$ cat config.mk
export PLATFORM = sky130hd
export DESIGN_NAME = vpsei_interp
export DESIGN_NICKNAME = d
export VERILOG_FILES = /design/src/vpsei_pkg.sv /design/src/vpsei_interp.sv
export SDC_FILE = /design/constraint.sdc
export NUM_CORES = 1
export LEC_CHECK = 0
export ABC_AREA = 1
export BUFFER_PORTS_ARGS = -buffer_cell sky130_fd_sc_hd__buf_2
export CORE_UTILIZATION = 60
export DETAILED_ROUTE_END_ITERATION = 7
export GPL_TIMING_DRIVEN = 1
export PLACE_DENSITY = 0.84
export SLEW_MARGIN = 20
export SYNTH_ARGS = -nofsm -noshare
export SYNTH_HDL_FRONTEND = slang
export SYNTH_SLANG_ARGS = --single-unit
$ cat constraint.sdc
create_clock -name clock -period 17.4 [get_ports clock]
set_clock_uncertainty 0.1 [all_clocks]
set_input_delay 0.87 -clock clock [delete_from_list [all_inputs] [get_ports clock]]
set_output_delay 0.87 -clock clock [all_outputs]
set_load 0.02 [all_outputs]
$ cat src/vpsei_pkg.sv
// vpsei_pkg: codes, offsets, timing and carrier types for the plot/serial interpreter.
// assumes a 50 MHz system clock and a byte-wide command stream.
package vpsei_pkg;

  // clock
  localparam int CLK_PERIOD_NS = 20;
  localparam int CLK_HZ        = 1000000000 / CLK_PERIOD_NS;

  // stream codes
  localparam logic [7:0] CODE_PLOT     = 8'h02;
  localparam logic [7:0] CODE_PLOT_ESC = 8'hFF;
  localparam logic [7:0] CODE_SUB_INC  = 8'hF0;
  localparam logic [7:0] CODE_SUB_Y    = 8'hF1;
  localparam logic [7:0] CODE_SUB_X    = 8'hF2;
  localparam logic [7:0] CODE_SUB_MIN  = 8'hF0;
  localparam logic [7:0] CODE_ESC      = 8'h1B;
  localparam logic [7:0] CODE_DUMP     = 8'h18;
  localparam logic [7:0] CODE_LF       = 8'h0A;
  localparam logic [7:0] CODE_CR       = 8'h0D;
  localparam logic [7:0] REP_HEAD      = 8'h03;
  localparam logic [7:0] REP_MID       = 8'h06;
  localparam logic [7:0] REP_TAIL      = 8'h0D;
  localparam logic [2:0] REP_LAST      = 3'h6;
  localparam logic [7:0] DUMP_END_CHAR = 8'hFF;
  localparam logic [7:0] DUMP_END_STAT = 8'h00;

  // escape letters, compared on their low five bits so control forms match too
  localparam logic [4:0] ESC_BAUD  = 5'h12;
  localparam logic [4:0] ESC_REDIR = 5'h0D;
  localparam logic [4:0] ESC_CREP  = 5'h03;
  localparam logic [4:0] ESC_HALF  = 5'h08;
  localparam logic [4:0] ESC_FULL  = 5'h06;
  localparam logic [4:0] ESC_FILL  = 5'h19;
  localparam logic [4:0] ESC_JMP_A = 5'h09;
  localparam logic [4:0] ESC_JMP_B = 5'h13;
  localparam logic [4:0] ESC_JMP_C = 5'h14;
  localparam logic [4:0] ESC_USER  = 5'h1E;

  localparam logic [15:0] JMP_ADDR_A    = 16'h9000;
  localparam logic [15:0] JMP_ADDR_B    = 16'hA000;
  localparam logic [15:0] JMP_ADDR_C    = 16'h8200;
  localparam logic [15:0] JMP_USER_VEC  = 16'h81BF;

  // serial
  localparam logic [2:0] BAUD_RST      = 3'h7;
  localparam logic [3:0] TX_REST_1STOP = 4'h9;
  localparam logic [3:0] TX_REST_2STOP = 4'hA;

  function automatic int baud_of(input int idx);
    case (idx)
      1:       return 110;
      2:       return 150;
      3:       return 300;
      4:       return 1200;
      5:       return 2400;
      6:       return 4800;
      default: return 9600;
    endcase
  endfunction

  // register map
  localparam logic [7:0] REG_ROUTE = 8'h00;
  localparam logic [7:0] REG_CTRL  = 8'h04;
  localparam logic [7:0] REG_STAT  = 8'h08;

  typedef enum logic [1:0] {SUB_NONE, SUB_INC, SUB_Y, SUB_X} vpsei_sub_e;
  typedef enum logic [1:0] {DUP_LOCAL, DUP_HALF, DUP_FULL} vpsei_dup_e;

  typedef struct packed {
    logic [6:0] x;
    logic [6:0] y;
  } vpsei_pt_s;

  typedef struct packed {
    vpsei_pt_s from;
    vpsei_pt_s to;
  } vpsei_vec_s;

endpackage

$ cat src/vpsei_interp.sv
// vpsei_interp: byte-stream interpreter for vector plot submodes and serial escapes.
// assumes a source that holds in_valid/in_byte until in_ready, and a refresh memory
// answering mem_rd one cycle later; two bytes per cell, character then status.
module vpsei_interp #(
  parameter int COL_W       = 6,
  parameter int ROW_W       = 5,
  parameter int DIVW        = 20,
  parameter int BAUD_CLK_HZ = vpsei_pkg::CLK_HZ
) (
  input  wire logic                     clock,
  input  wire logic                     rst,
  input  wire logic [7:0]               reg_addr,
  input  wire logic [31:0]              reg_wdata,
  input  wire logic                     reg_wr,
  input  wire logic                     reg_rd,
  output logic      [31:0]              reg_rdata,
  input  wire logic                     in_valid,
  input  wire logic [7:0]               in_byte,
  input  wire logic                     in_from_kbd,
  output logic                          in_ready,
  input  wire logic                     break_key,
  input  wire logic [COL_W-1:0]         cursor_x,
  input  wire logic [ROW_W-1:0]         cursor_y,
  input  wire logic [7:0]               vis_status,
  output logic                          mem_rd,
  output logic [COL_W+ROW_W:0]          mem_addr,
  input  wire logic [7:0]               mem_rdata,
  output logic                          disp_valid,
  output logic [7:0]                    disp_char,
  output logic                          draw_valid,
  output vpsei_pkg::vpsei_vec_s         draw_vec,
  output logic                          fill_valid,
  output logic [7:0]                    fill_char,
  output logic [7:0]                    fill_status,
  output logic                          jump_valid,
  output logic [15:0]                   jump_addr,
  output logic                          ser_tx
);

  localparam int CELL_W = COL_W + ROW_W;

  generate
    if (COL_W < 1 || ROW_W < 1 || CELL_W > 15) begin : g_bad_geom
      $error("screen geometry out of range");
    end
    if ((BAUD_CLK_HZ / 110) >= (2 ** DIVW)) begin : g_bad_div
      $error("baud divider too narrow");
    end
  endgenerate

  typedef enum logic [3:0] {
    S_IDLE, S_ESC, S_BAUD, S_FILL, S_RD_C, S_W_C, S_GET_C, S_W_S, S_GET_S,
    S_REP_TX, S_DMP_TX, S_DMP_LF, S_DMP_CR
  } vpsei_st_e;

  function automatic logic [6:0] step(input logic [6:0] c, input logic [1:0] f);
    case (f)
      2'h1:    return c - 7'h01;
      2'h2:    return c + 7'h01;
      default: return c;
    endcase
  endfunction

  vpsei_st_e              state_q, state_d;
  vpsei_pkg::vpsei_sub_e  sub_q;
  vpsei_pkg::vpsei_dup_e  dup_q;
  vpsei_pkg::vpsei_pt_s   p0_q, p1_q, p0_n, p1_n;
  logic                   plot_q, redirect_q, stop_count_q, two_stop_q, dump_q;
  logic [2:0]             baud_q, rep_idx_q;
  logic [CELL_W-1:0]      cell_q;
  logic [7:0]             cell_char_q, cell_stat_q;
  logic [DIVW-1:0]        div_tab [1:7];
  logic [DIVW-1:0]        tx_cnt_q;
  logic [8:0]             tx_sh_q;
  logic [3:0]             tx_rest_q;
  logic                   tx_busy_q, tx_pend_q, tx_pend_d, tx_take;
  logic [7:0]             tx_data_q, push_byte;
  logic                   push;

  genvar gi;
  generate
    for (gi = 1; gi <= 7; gi++) begin : g_div
      assign div_tab[gi] = DIVW'(BAUD_CLK_HZ / vpsei_pkg::baud_of(gi) - 1);
    end
  endgenerate

  // decoded events
  logic acc, idle_acc, esc_acc, plot_byte, plot_enter, char_ev, to_ser, to_disp;
  logic baud_ok, col_last;
  logic [4:0] letter;
  assign acc        = in_valid && in_ready;
  assign idle_acc   = acc && state_q == S_IDLE;
  assign esc_acc    = acc && state_q == S_ESC;
  assign letter     = in_byte[4:0];
  assign plot_byte  = idle_acc && plot_q;
  assign plot_enter = idle_acc && !plot_q && in_byte == vpsei_pkg::CODE_PLOT;
  assign char_ev    = idle_acc && !plot_q && in_byte != vpsei_pkg::CODE_PLOT
                      && in_byte != vpsei_pkg::CODE_ESC && in_byte != vpsei_pkg::CODE_DUMP;
  assign to_ser     = redirect_q || (in_from_kbd && dup_q != vpsei_pkg::DUP_LOCAL);
  assign to_disp    = !redirect_q && (!in_from_kbd || dup_q != vpsei_pkg::DUP_FULL);
  assign baud_ok    = (in_byte[7:4] == 4'h0 || in_byte[7:4] == 4'h3)
                      && in_byte[3:0] >= 4'h1 && in_byte[3:0] <= 4'h7;
  assign col_last   = &cell_q[COL_W-1:0];

  function automatic logic [7:0] rep_byte(input logic [2:0] i, input logic [7:0] xc,
                                          input logic [7:0] yc, input logic [7:0] st,
                                          input logic [7:0] ch);
    case (i)
      3'h0:    return vpsei_pkg::REP_HEAD;
      3'h1:    return xc;
      3'h2:    return yc;
      3'h3:    return vpsei_pkg::REP_MID;
      3'h4:    return st;
      3'h5:    return ch;
      default: return vpsei_pkg::REP_TAIL;
    endcase
  endfunction

  always_comb begin
    state_d   = state_q;
    push      = 1'b0;
    push_byte = 8'h00;
    case (state_q)
      S_IDLE: begin
        if (idle_acc && !plot_q && in_byte == vpsei_pkg::CODE_ESC) begin
          state_d = S_ESC;
        end else if (idle_acc && !plot_q && in_byte == vpsei_pkg::CODE_DUMP) begin
          state_d = S_RD_C;
        end else if (char_ev && to_ser) begin
          push      = 1'b1;
          push_byte = in_byte;
        end
      end
      S_ESC: begin
        if (esc_acc) begin
          if (letter == vpsei_pkg::ESC_BAUD) begin
            state_d = S_BAUD;
          end else if (letter == vpsei_pkg::ESC_FILL) begin
            state_d = S_FILL;
          end else if (letter == vpsei_pkg::ESC_CREP) begin
            state_d = S_RD_C;
          end else begin
            state_d = S_IDLE;
          end
        end
      end
      S_BAUD, S_FILL: begin
        if (acc) begin
          state_d = S_IDLE;
        end
      end
      S_RD_C:  state_d = S_W_C;
      S_W_C:   state_d = S_GET_C;
      S_GET_C: state_d = S_W_S;
      S_W_S:   state_d = S_GET_S;
      S_GET_S: begin
        if (!dump_q) begin
          state_d = S_REP_TX;
        end else if (cell_char_q == vpsei_pkg::DUMP_END_CHAR
                     && mem_rdata == vpsei_pkg::DUMP_END_STAT) begin
          state_d = S_IDLE;
        end else begin
          state_d = S_DMP_TX;
        end
      end
      S_REP_TX: begin
        if (!tx_pend_q) begin
          push      = 1'b1;
          push_byte = rep_byte(rep_idx_q, 8'(cursor_x), 8'(cursor_y), cell_stat_q, cell_char_q);
          if (rep_idx_q == vpsei_pkg::REP_LAST) begin
            state_d = S_IDLE;
          end
        end
      end
      S_DMP_TX: begin
        if (!tx_pend_q) begin
          push      = 1'b1;
          push_byte = cell_char_q;
          state_d   = col_last ? S_DMP_LF : S_RD_C;
        end
      end
      S_DMP_LF: begin
        if (!tx_pend_q) begin
          push      = 1'b1;
          push_byte = vpsei_pkg::CODE_LF;
          state_d   = S_DMP_CR;
        end
      end
      S_DMP_CR: begin
        if (!tx_pend_q) begin
          push      = 1'b1;
          push_byte = vpsei_pkg::CODE_CR;
          state_d   = (cell_q == '0) ? S_IDLE : S_RD_C;
        end
      end
      default: state_d = S_IDLE;
    endcase
  end

  always_ff @(posedge clock or posedge rst) begin
    if (rst) begin
      state_q <= S_IDLE;
    end else begin
      state_q <= state_d;
    end
  end

  // source is stalled whenever the serial holding byte is occupied
  always_ff @(posedge clock or posedge rst) begin
    if (rst) begin
      in_ready <= 1'b0;
    end else begin
      in_ready <= (state_d == S_IDLE || state_d == S_ESC || state_d == S_BAUD
                   || state_d == S_FILL) && !tx_pend_d;
    end
  end

  // plot submodes
  always_comb begin
    p0_n = p0_q;
    p1_n = p1_q;
    if (sub_q == vpsei_pkg::SUB_INC) begin
      p0_n.x = step(p0_q.x, in_byte[7:6]);
      p0_n.y = step(p0_q.y, in_byte[5:4]);
      p1_n.x = step(p1_q.x, in_byte[3:2]);
      p1_n.y = step(p1_q.y, in_byte[1:0]);
    end else if (sub_q == vpsei_pkg::SUB_Y) begin
      p0_n.y = in_byte[6:0];
      p1_n   = p0_n;
    end else if (sub_q == vpsei_pkg::SUB_X) begin
      p0_n.x = in_byte[6:0];
    end
  end

  always_ff @(posedge clock or posedge rst) begin
    if (rst) begin
      plot_q     <= 1'b0;
      sub_q      <= vpsei_pkg::SUB_NONE;
      p0_q       <= '0;
      p1_q       <= '0;
      draw_valid <= 1'b0;
      draw_vec   <= '0;
    end else begin
      draw_valid <= 1'b0;
      if (plot_enter) begin
        plot_q <= 1'b1;
      end else if (plot_byte) begin
        if (in_byte == vpsei_pkg::CODE_PLOT_ESC) begin
          plot_q <= 1'b0;
        end else if (in_byte == vpsei_pkg::CODE_SUB_INC) begin
          sub_q <= vpsei_pkg::SUB_INC;
        end else if (in_byte == vpsei_pkg::CODE_SUB_Y) begin
          sub_q <= vpsei_pkg::SUB_Y;
        end else if (in_byte == vpsei_pkg::CODE_SUB_X) begin
          sub_q <= vpsei_pkg::SUB_X;
        end else if (in_byte >= vpsei_pkg::CODE_SUB_MIN) begin
          sub_q <= vpsei_pkg::SUB_NONE;
        end else begin
          p0_q <= p0_n;
          p1_q <= p1_n;
          if (sub_q == vpsei_pkg::SUB_X) begin
            sub_q <= vpsei_pkg::SUB_Y;
          end else if (sub_q == vpsei_pkg::SUB_Y) begin
            sub_q         <= vpsei_pkg::SUB_X;
            draw_valid    <= 1'b1;
            draw_vec.from <= p1_q;
            draw_vec.to   <= p0_n;
          end else if (sub_q == vpsei_pkg::SUB_INC) begin
            // submode is left untouched here
            draw_valid    <= (in_byte[7:4] != 4'h0) && (in_byte[3:0] != 4'h0);
            draw_vec.from <= p1_n;
            draw_vec.to   <= p0_n;
          end
        end
      end
    end
  end

  // terminal modes and serial configuration
  always_ff @(posedge clock or posedge rst) begin
    if (rst) begin
      dup_q        <= vpsei_pkg::DUP_LOCAL;
      redirect_q   <= 1'b0;
      stop_count_q <= 1'b0;
      baud_q       <= vpsei_pkg::BAUD_RST;
      two_stop_q   <= 1'b0;
    end else begin
      if (esc_acc && letter == vpsei_pkg::ESC_HALF) begin
        dup_q <= vpsei_pkg::DUP_HALF;
      end else if (esc_acc && letter == vpsei_pkg::ESC_FULL) begin
        dup_q <= vpsei_pkg::DUP_FULL;
      end else if (break_key && dup_q == vpsei_pkg::DUP_FULL) begin
        dup_q <= vpsei_pkg::DUP_HALF;
      end
      // the escape setting the flag beats a same-cycle software clear
      if (esc_acc && letter == vpsei_pkg::ESC_REDIR) begin
        redirect_q <= 1'b1;
      end else if (reg_wr && reg_addr == vpsei_pkg::REG_ROUTE) begin
        redirect_q <= reg_wdata[0];
      end
      if (reg_wr && reg_addr == vpsei_pkg::REG_CTRL) begin
        stop_count_q <= reg_wdata[0];
      end
      if (acc && state_q == S_BAUD && baud_ok) begin
        baud_q     <= in_byte[2:0];
        two_stop_q <= !stop_count_q;
      end
    end
  end

  // display, fill and jump strobes
  always_ff @(posedge clock or posedge rst) begin
    if (rst) begin
      disp_valid  <= 1'b0;
      disp_char   <= 8'h00;
      fill_valid  <= 1'b0;
      fill_char   <= 8'h00;
      fill_status <= 8'h00;
      jump_valid  <= 1'b0;
      jump_addr   <= 16'h0000;
    end else begin
      disp_valid <= char_ev && to_disp;
      // the display data only moves when the display is actually handed the character
      if (char_ev && to_disp) begin
        disp_char <= in_byte;
      end
      fill_valid <= acc && state_q == S_FILL;
      if (acc && state_q == S_FILL) begin
        fill_char   <= in_byte;
        fill_status <= vis_status;
      end
      jump_valid <= 1'b0;
      if (esc_acc) begin
        jump_valid <= 1'b1;
        if (letter == vpsei_pkg::ESC_JMP_A) begin
          jump_addr <= vpsei_pkg::JMP_ADDR_A;
        end else if (letter == vpsei_pkg::ESC_JMP_B) begin
          jump_addr <= vpsei_pkg::JMP_ADDR_B;
        end else if (letter == vpsei_pkg::ESC_JMP_C) begin
          jump_addr <= vpsei_pkg::JMP_ADDR_C;
        end else if (letter == vpsei_pkg::ESC_USER) begin
          jump_addr <= vpsei_pkg::JMP_USER_VEC;
        end else begin
          jump_valid <= 1'b0;
        end
      end
    end
  end

  // refresh memory walk for cursor report and text dump
  always_ff @(posedge clock or posedge rst) begin
    if (rst) begin
      dump_q      <= 1'b0;
      cell_q      <= '0;
      rep_idx_q   <= 3'h0;
      cell_char_q <= 8'h00;
      cell_stat_q <= 8'h00;
      mem_rd      <= 1'b0;
      mem_addr    <= '0;
    end else begin
      if (state_q != S_RD_C && state_d == S_RD_C && state_q != S_DMP_TX
          && state_q != S_DMP_CR) begin
        dump_q    <= (state_q == S_IDLE);
        cell_q    <= {cursor_y, cursor_x};
        rep_idx_q <= 3'h0;
      end
      if (state_q == S_GET_C) begin
        cell_char_q <= mem_rdata;
      end
      if (state_q == S_GET_S) begin
        cell_stat_q <= mem_rdata;
      end
      if (state_q == S_REP_TX && push) begin
        rep_idx_q <= rep_idx_q + 3'h1;
      end
      if (state_q == S_DMP_TX && push) begin
        cell_q <= cell_q + 1'b1;
      end
      mem_rd   <= (state_d == S_W_C) || (state_d == S_W_S);
      mem_addr <= {cell_q, state_d == S_W_S};
    end
  end

  // serial framer: one holding byte, eight data bits, no parity
  assign tx_take   = tx_pend_q && !tx_busy_q;
  assign tx_pend_d = push || (tx_pend_q && !tx_take);

  always_ff @(posedge clock or posedge rst) begin
    if (rst) begin
      tx_pend_q <= 1'b0;
      tx_data_q <= 8'h00;
      tx_busy_q <= 1'b0;
      tx_sh_q   <= '1;
      tx_rest_q <= 4'h0;
      tx_cnt_q  <= '0;
      ser_tx    <= 1'b1;
    end else begin
      tx_pend_q <= tx_pend_d;
      if (push) begin
        tx_data_q <= push_byte;
      end
      if (tx_take) begin
        tx_busy_q <= 1'b1;
        ser_tx    <= 1'b0;
        tx_sh_q   <= {1'b1, tx_data_q};
        tx_rest_q <= two_stop_q ? vpsei_pkg::TX_REST_2STOP : vpsei_pkg::TX_REST_1STOP;
        tx_cnt_q  <= div_tab[baud_q];
      end else if (tx_busy_q) begin
        if (tx_cnt_q != '0) begin
          tx_cnt_q <= tx_cnt_q - 1'b1;
        end else if (tx_rest_q == 4'h0) begin
          tx_busy_q <= 1'b0;
        end else begin
          ser_tx    <= tx_sh_q[0];
          tx_sh_q   <= {1'b1, tx_sh_q[8:1]};
          tx_rest_q <= tx_rest_q - 4'h1;
          tx_cnt_q  <= div_tab[baud_q];
        end
      end
    end
  end

  // register reads
  always_ff @(posedge clock or posedge rst) begin
    if (rst) begin
      reg_rdata <= 32'h0000_0000;
    end else begin
      reg_rdata <= 32'h0000_0000;
      if (reg_rd && reg_addr == vpsei_pkg::REG_ROUTE) begin
        reg_rdata <= 32'(redirect_q);
      end else if (reg_rd && reg_addr == vpsei_pkg::REG_CTRL) begin
        reg_rdata <= 32'(stop_count_q);
      end else if (reg_rd && reg_addr == vpsei_pkg::REG_STAT) begin
        reg_rdata <= 32'({sub_q, plot_q, dup_q, two_stop_q, baud_q, tx_busy_q});
      end
    end
  end

  property p_y_draw;
    @(posedge clock) disable iff (rst)
    (plot_byte && sub_q == vpsei_pkg::SUB_Y && in_byte < vpsei_pkg::CODE_SUB_MIN)
    |=> draw_valid && draw_vec.to.y == $past(in_byte[6:0]) && p1_q == draw_vec.to
        && sub_q == vpsei_pkg::SUB_X;
  endproperty
  a_y_draw: assert property (p_y_draw) else $error("Y byte did not draw and chain");

  property p_x_to_y;
    @(posedge clock) disable iff (rst)
    (plot_byte && sub_q == vpsei_pkg::SUB_X && in_byte < vpsei_pkg::CODE_SUB_MIN)
    |=> sub_q == vpsei_pkg::SUB_Y && !draw_valid;
  endproperty
  a_x_to_y: assert property (p_x_to_y) else $error("X byte did not advance to Y");

  property p_inc_half_zero;
    @(posedge clock) disable iff (rst)
    (plot_byte && sub_q == vpsei_pkg::SUB_INC && in_byte < vpsei_pkg::CODE_SUB_MIN
     && (in_byte[7:4] == 4'h0 || in_byte[3:0] == 4'h0))
    |=> !draw_valid && sub_q == vpsei_pkg::SUB_INC;
  endproperty
  a_inc_half_zero: assert property (p_inc_half_zero) else $error("drew on zero half");

  property p_baud_set;
    @(posedge clock) disable iff (rst)
    (acc && state_q == S_BAUD && baud_ok)
    |=> baud_q == $past(in_byte[2:0]) && two_stop_q == !$past(stop_count_q);
  endproperty
  a_baud_set: assert property (p_baud_set) else $error("baud or stop count not taken");

  property p_full_duplex;
    @(posedge clock) disable iff (rst)
    (char_ev && in_from_kbd && dup_q == vpsei_pkg::DUP_FULL)
    |=> !disp_valid ##0 !in_ready;
  endproperty
  a_full_duplex: assert property (p_full_duplex) else $error("full duplex key shown");

  property p_break;
    @(posedge clock) disable iff (rst)
    (break_key && dup_q == vpsei_pkg::DUP_FULL && !esc_acc) |=> dup_q == vpsei_pkg::DUP_HALF;
  endproperty
  a_break: assert property (p_break) else $error("break did not leave full duplex");

  property p_redirect;
    @(posedge clock) disable iff (rst)
    (char_ev && redirect_q) |=> !disp_valid && tx_pend_q && tx_data_q == $past(in_byte);
  endproperty
  a_redirect: assert property (p_redirect) else $error("redirected char reached display");

  property p_fill;
    @(posedge clock) disable iff (rst)
    (acc && state_q == S_FILL) |=> fill_valid && fill_status == $past(vis_status);
  endproperty
  a_fill: assert property (p_fill) else $error("fill missing visible status");

  property p_start_bit;
    @(posedge clock) disable iff (rst)
    tx_take |=> !ser_tx [*2];
  endproperty
  a_start_bit: assert property (p_start_bit) else $error("start bit not low");

endmodule

* After elaboration in Yosys (flattened, before gate mapping) *
Memory sizes are Yosys's and may differ from the RTL's.
Index checks and enable logic that the tools add are counted.

word-level totals
  input port bits = 82
  bits in read-only memories = 160
  bits in registers = 236
  logic and storage cells = 324
  output and inout port bits = 119
  memories = 1

cells by class
  bitwise operators = 8
  reduce and logical (&&, ||, !) cells = 86
  equal/unequal tests = 67
  order comparisons = 4
  mux-type cells = 106
  add/subtract/negate cells = 12

memories
  name              depth  width  rd ports  clocked after Yosys merged registers in  wr ports  line                 text
  (name not given)  8      20     1         0                                        0         vpsei_interp.sv:417  tx_cnt_q <= div_tab[baud_q];

operators by type and width
  operator                                                               count
  20-bit two-way mux                                                     6
  4-bit two-way mux                                                      18
  16-bit two-way mux                                                     4
  28-bit two-way mux                                                     2
  7-bit case mux with 2 select lines                                     4
  4-bit case mux with 12 select lines                                    1
  8-bit case mux with 6 select lines                                     1
  14-bit two-way mux                                                     3
  8-bit equality test, second input constant                             5
  8-bit two-way mux                                                      5
  8-bit case mux with 5 select lines                                     1
  1-bit logical AND                                                      39
  9-bit two-way mux                                                      4
  1-bit two-way mux                                                      32
  10-bit two-way mux                                                     3
  7-bit by 1-bit adder with 7-bit output, second input constant          4
  4-bit by 3-bit equality test with 1-bit output, second input constant  7
  7-bit by 1-bit subtractor with 7-bit output, second input constant     4
  5-bit equality test, second input constant                             5
  11-bit two-way mux                                                     2
  7-bit two-way mux                                                      3
  4-bit by 2-bit equality test with 1-bit output, second input constant  5
  4-bit equality test, second input constant                             5
  2-bit two-way mux                                                      10
  50 further kinds                                                       110

* Logic depth before layout (Yosys ltp) *
  depth after elaboration = 14
  mapped depth = 17
  depth with buffers taken out = 16

* Worst setup path after synthesis *
OpenSTA, ideal clock, no wires.

  path type = input port to flip-flop
  from = input port in_byte[4]
  to = register draw_vec[3] (netlist name)
  data required time = 17234 ps
  path buffers = 1
  setup slack = 14607 ps
  library setup time = 66 ps
  cell stages on the path = 12
  arrival = 2628 ps
  path through = inv_1 clkbuf_1 ha_1 inv_1 ha_1 a21o_1 a31oi_1 xor2_1 nand2_1 nand2_1 nand3_1 nand2_1

between the ends
  word-level cells in the longest chain between the ends = 5
  elaborated cells on any way between the ends = 20
  those cells by class = 1 x order compare; 7 x eq/ne; 4 x mux; 6 x bitwise; 2 x reduce/logical

RTL lines
  item                                                         line                text
  start, declared                                              vpsei_interp.sv:18  input wire logic [7:0] in_byte,
  branches (longest 5 deep; another with 8-bit >= comparator)  --
  end, declared                                                vpsei_interp.sv:31  output vpsei_pkg::vpsei_vec_s draw_vec,

Parallel ways; which one is timed is not known. The select of a mux whose other input is x is not followed.
A chain may end at the register's enable or synchronous reset.

* Worst setup path in the final report *
  from = input port in_byte[2]
  to = register disp_char[7]

between the ends
  word-level cells in the longest chain between the ends = 5
  elaborated cells on any way between the ends = 7
  those cells by class = 3 x eq/ne; 4 x reduce/logical

RTL lines
  item                                      line                 text
  8-bit by 2-bit != test with 1-bit output  vpsei_interp.sv:97   assign char_ev = idle_acc && !plot_q && in_byte != vpsei_pkg::CODE_PLOT
  1-bit logical AND                         vpsei_interp.sv:97
  1-bit logical AND                         vpsei_interp.sv:98   && in_byte != vpsei_pkg::CODE_ESC && in_byte != vpsei_pkg::CODE_DUMP;
  1-bit logical AND (*)                     vpsei_interp.sv:98
  1-bit logical AND (*)                     vpsei_interp.sv:324  if (char_ev && to_disp) begin
  end signal, assigned                      vpsei_interp.sv:325  disp_char <= in_byte;
  end, declared                             vpsei_interp.sv:29   output logic [7:0] disp_char,

Mark *: on every way between the ends. The rest lies on a longest branch, timed or not.

==> results by group <==
Logic synthesis
  • Post-synth top flop: dfrtp_1
  • Synth warn: 0
  • Share of the synthesized area in the top cell type: 39.0%
  • Post-Synth Simple-Gate Area: 27.0%
  • Mux contribution to synthesized area: 0.328%
  • Syn_area_per_cell: 7.48 um^2
  • Largest area contributor in the netlist: dfrtp_1
  • Post-synth ARST share: 100%
  • Adder-cell share of the synthesized area: 5.99%
  • Flops & latches, synth: 202
  • XOR/XNOR share of the synthesized area: 1.87%
  • Post-synth EDFFs: 0
  • Library cells used by synthesis: 55
  • Largest family of logic cells by synthesized area: simple AND/OR/NAND/NOR gates
  • Area contributors post-synth: dfrtp_1 39%, nand2_1 16%, inv_1 5.6%
  • Synthesized instance count: 1629
  • Compound-Gate Fraction of Synth Area: 13.7%
  • Seq/Total Area, Yosys: 41.6%
  • Mapped Area: 12200 um^2

Final layout
  • # diodes: 0
  • Area Overhead vs Synth: 13.2%
  • Design area: 13800 um^2
  • Share of cells above drive strength 1: 14.3%
  • Post-layout net count: 1891

Clock network
  • CTS max path bufs: 3
  • CTS Buf Count: 23
  • Worst-Skew Late Latency: 520 ps
  • Clock slew at reported path FFs: 60 ps
  • CTS root buf: clkbuf_16
  • CTS tree: done
  • Sink Count: 202
  • Cts repair resizes: 0
  • Hold buffers post-CTS: 0
  • Post-CTS setup buffers: 0
  • H-tree Lvls: 1

Floorplanning
  • Die area: 20900 um^2
  • Height of the die: 145 um
  • Starting density of the core: 61.8%
  • Die Width: 145 um
  • IO Pins: 201
  • Floorplan core area: 19700 um^2
  • Site row count: 51

Global routing
  • First-pass GRT wire length: 51800 um
  • GRT Util Overall: 31.6%
  • Initial antenna violation count: 0
  • Largest net degree at the start of global routing: 125
  • Grt ovf: 0
  • Vias in the first global route: 10300

Power and ir drop
  • Pint: 1.03 mW
  • Sequential power share: 40.5%
  • Cell Pwr Density: 116 nW/um^2
  • Leak: 7.40 nW
  • Net Sw Power: 0.567 mW
  • Clock Power Share: 33.5%
  • Switching share of power: 35.4%
  • Comb pwr share: 26.0%
  • VDD IR max: 69.2 uV

Route
  • Via density: 5.58
  • Antenna-violating nets left: 0
  • Initial detailed-routing violation count: 818
  • Routed via count: 11400
  • Total Wirelength: 32100 um
  • First-pass DRT Iterations: 5
  • Drc violations: 0
  • Avg WL per Cell: 15.8 um

Critical path
  • Crit Path Class: in -> reg
  • Data required time at the worst endpoint: 17740 ps
  • Worst EP arrival: 3390 ps
  • Worst reg2reg path depth: 9
  • CP max FO: 17
  • CP Launch Type: primary input
  • CP Capture Type: flop

Placed design
  • Placed cell area: 12900 um^2
  • Detail Placement HPWL: 23000 um
  • Port bufs: 143
  • Final GP Congestion: 0.940

STA
  • Final hold viol count: 0
  • Slew @ Worst Pin: 856 ps
  • Final setup TNS: 0 ps
  • Setup violators final: 0
  • F_max: 0.327 GHz
  • Relative slew slack: 42.5%
  • RSZ-0062 raised after global routing: false
  • Min cycle time layout: 3060 ps
  • Fin crit share: 17.6%
  • Final Max Slew Viols: 0

Worst hold path
  • HP Class: reg -> reg
  • Hold path depth: 0

Flow run
  • Max-cap violation count: 0

Run status
  • Status: finished, final reports clean
[metrics by stage]
step	power [mW]	setup slack, ps	hold slack (ps)	std cells	utilization, %
2_1_floorplan	0.935	10940	274	1654	-
3_3_place_gp	1.05	13980	300	1993	65.6
3_5_place_dp	1.06	13960	321	1993	65.6
4_1_cts	1.60	14400	332	2035	69.9
5_1_grt	1.68	14250	340	2035	70.0
6_report	1.60	14340	336	2035	70.0
[kinds of logic after synthesis]
kind of cell | Yosys count
and+or+nand+nor | 774
AOI/OAI and AO/OA | 297
buffers and inverters | 269
DFF | 202
adders and majority gates | 56
xor gates and xnor gates | 26
muxes | 4
other | 1
[registers in the layout (all words and copies together) (netlist names), 3 cells and up]
register and count:
cell_char_q 8, tx_cnt_q 20, cell_q 11, draw_vec 28, state_q 4, jump_addr 5, mem_addr 12, reg_rdata 10
cell_stat_q 8, tx_rest_q 4, fill_char 8, p0_q 14, rep_idx_q 3, fill_status 8, disp_char 8, baud_q 3
tx_data_q 8, tx_sh_q 8, p1_q 14
[synth_stat cells (all sizes together), types with 2 or more instances]
master,instances
nand2,510
inv,192
dfrtp,190
o21ai,159
nor2,112
nand3,89
a21oi,80
ha,52
buf,49
nand4,30
clkbuf,24
nor3,20
xor2,17
o211ai,16
a31oi,14
dfstp,12
xnor2,9
or2,6
o2111ai,5
clkinv,4
fa,4
mux2i,4
nor4,4
a22oi,3
o22ai,3
o31ai,3
a211oi,2
a21o,2
a2bb2oi,2
o21a,2
[layout by cell type (no fill, tap or decap), types with 5 or more instances in the layout]
cell,count
dfrtp_1,190
or2_2,6
nand4_1,30
nand3_2,6
inv_2,10
nor2_4,5
o21ai_1,30
o21ai_2,7
nor2_2,8
o21ai_0,122
ha_1,52
inv_1,181
nand3_1,82
clkbuf_16,23
nand2_1,506
a31oi_1,14
a21oi_1,80
xnor2_1,9
bufinv_16,5
clkinvlp_4,5
xor2_1,17
conb_1,26
o211ai_1,16
buf_2,143
nor3_1,19
dfstp_2,12
o2111ai_1,5
nor2_1,98
[power groups by stage]
stage | clock (mW) | combinational, mW | sequential (mW)
floorplan | 0 | 0.256 | 0.678
global placement | 0 | 0.399 | 0.647
detailed placement | 0 | 0.408 | 0.651
CTS | 0.541 | 0.414 | 0.645
global route | 0.560 | 0.466 | 0.658
finish | 0.536 | 0.417 | 0.648
[per-layer routing]
metal	routed length [um]	GRT usage [%]	up-vias
li1	-	-	5497
met1	14100	44.3	5337
met2	14500	49.7	449
met3	2610	6.13	71
met4	867	9.20	0
met5	0	0	-
[final timing paths]
check                                to       start  slack (ps)
setup / recovery           disp_char[7]  in_byte[2]       14340
hold / removal             mem_addr[11]  cell_q[10]         340
setup reg to reg           draw_vec[10]  state_q[2]       14680
hold reg to reg            mem_addr[11]  cell_q[10]         340
max in group asynchronous   mem_addr[8]         rst       15600
min in group asynchronous  tx_cnt_q[17]         rst         420
[critical path: stages]
cell and delay (ps):
buf_2 260, inv_1 160, ha_1 300, inv_1 280
nor3_1 130, nor3_1 350, nand2_2 130, a211oi_4 600
nand2_1 180, o21ai_1 140
[final cells by class]
type                    instances  area (um^2)
clock buffers                  27          631
clock inverters                15          220
multi-input cells            1183         6050
inverters                     196          743
repair buffers                147          749
fillers                      1582         5920
flip-flops and latches        202         5070
well taps                     265          332
(Power assumes the default switching activity.)
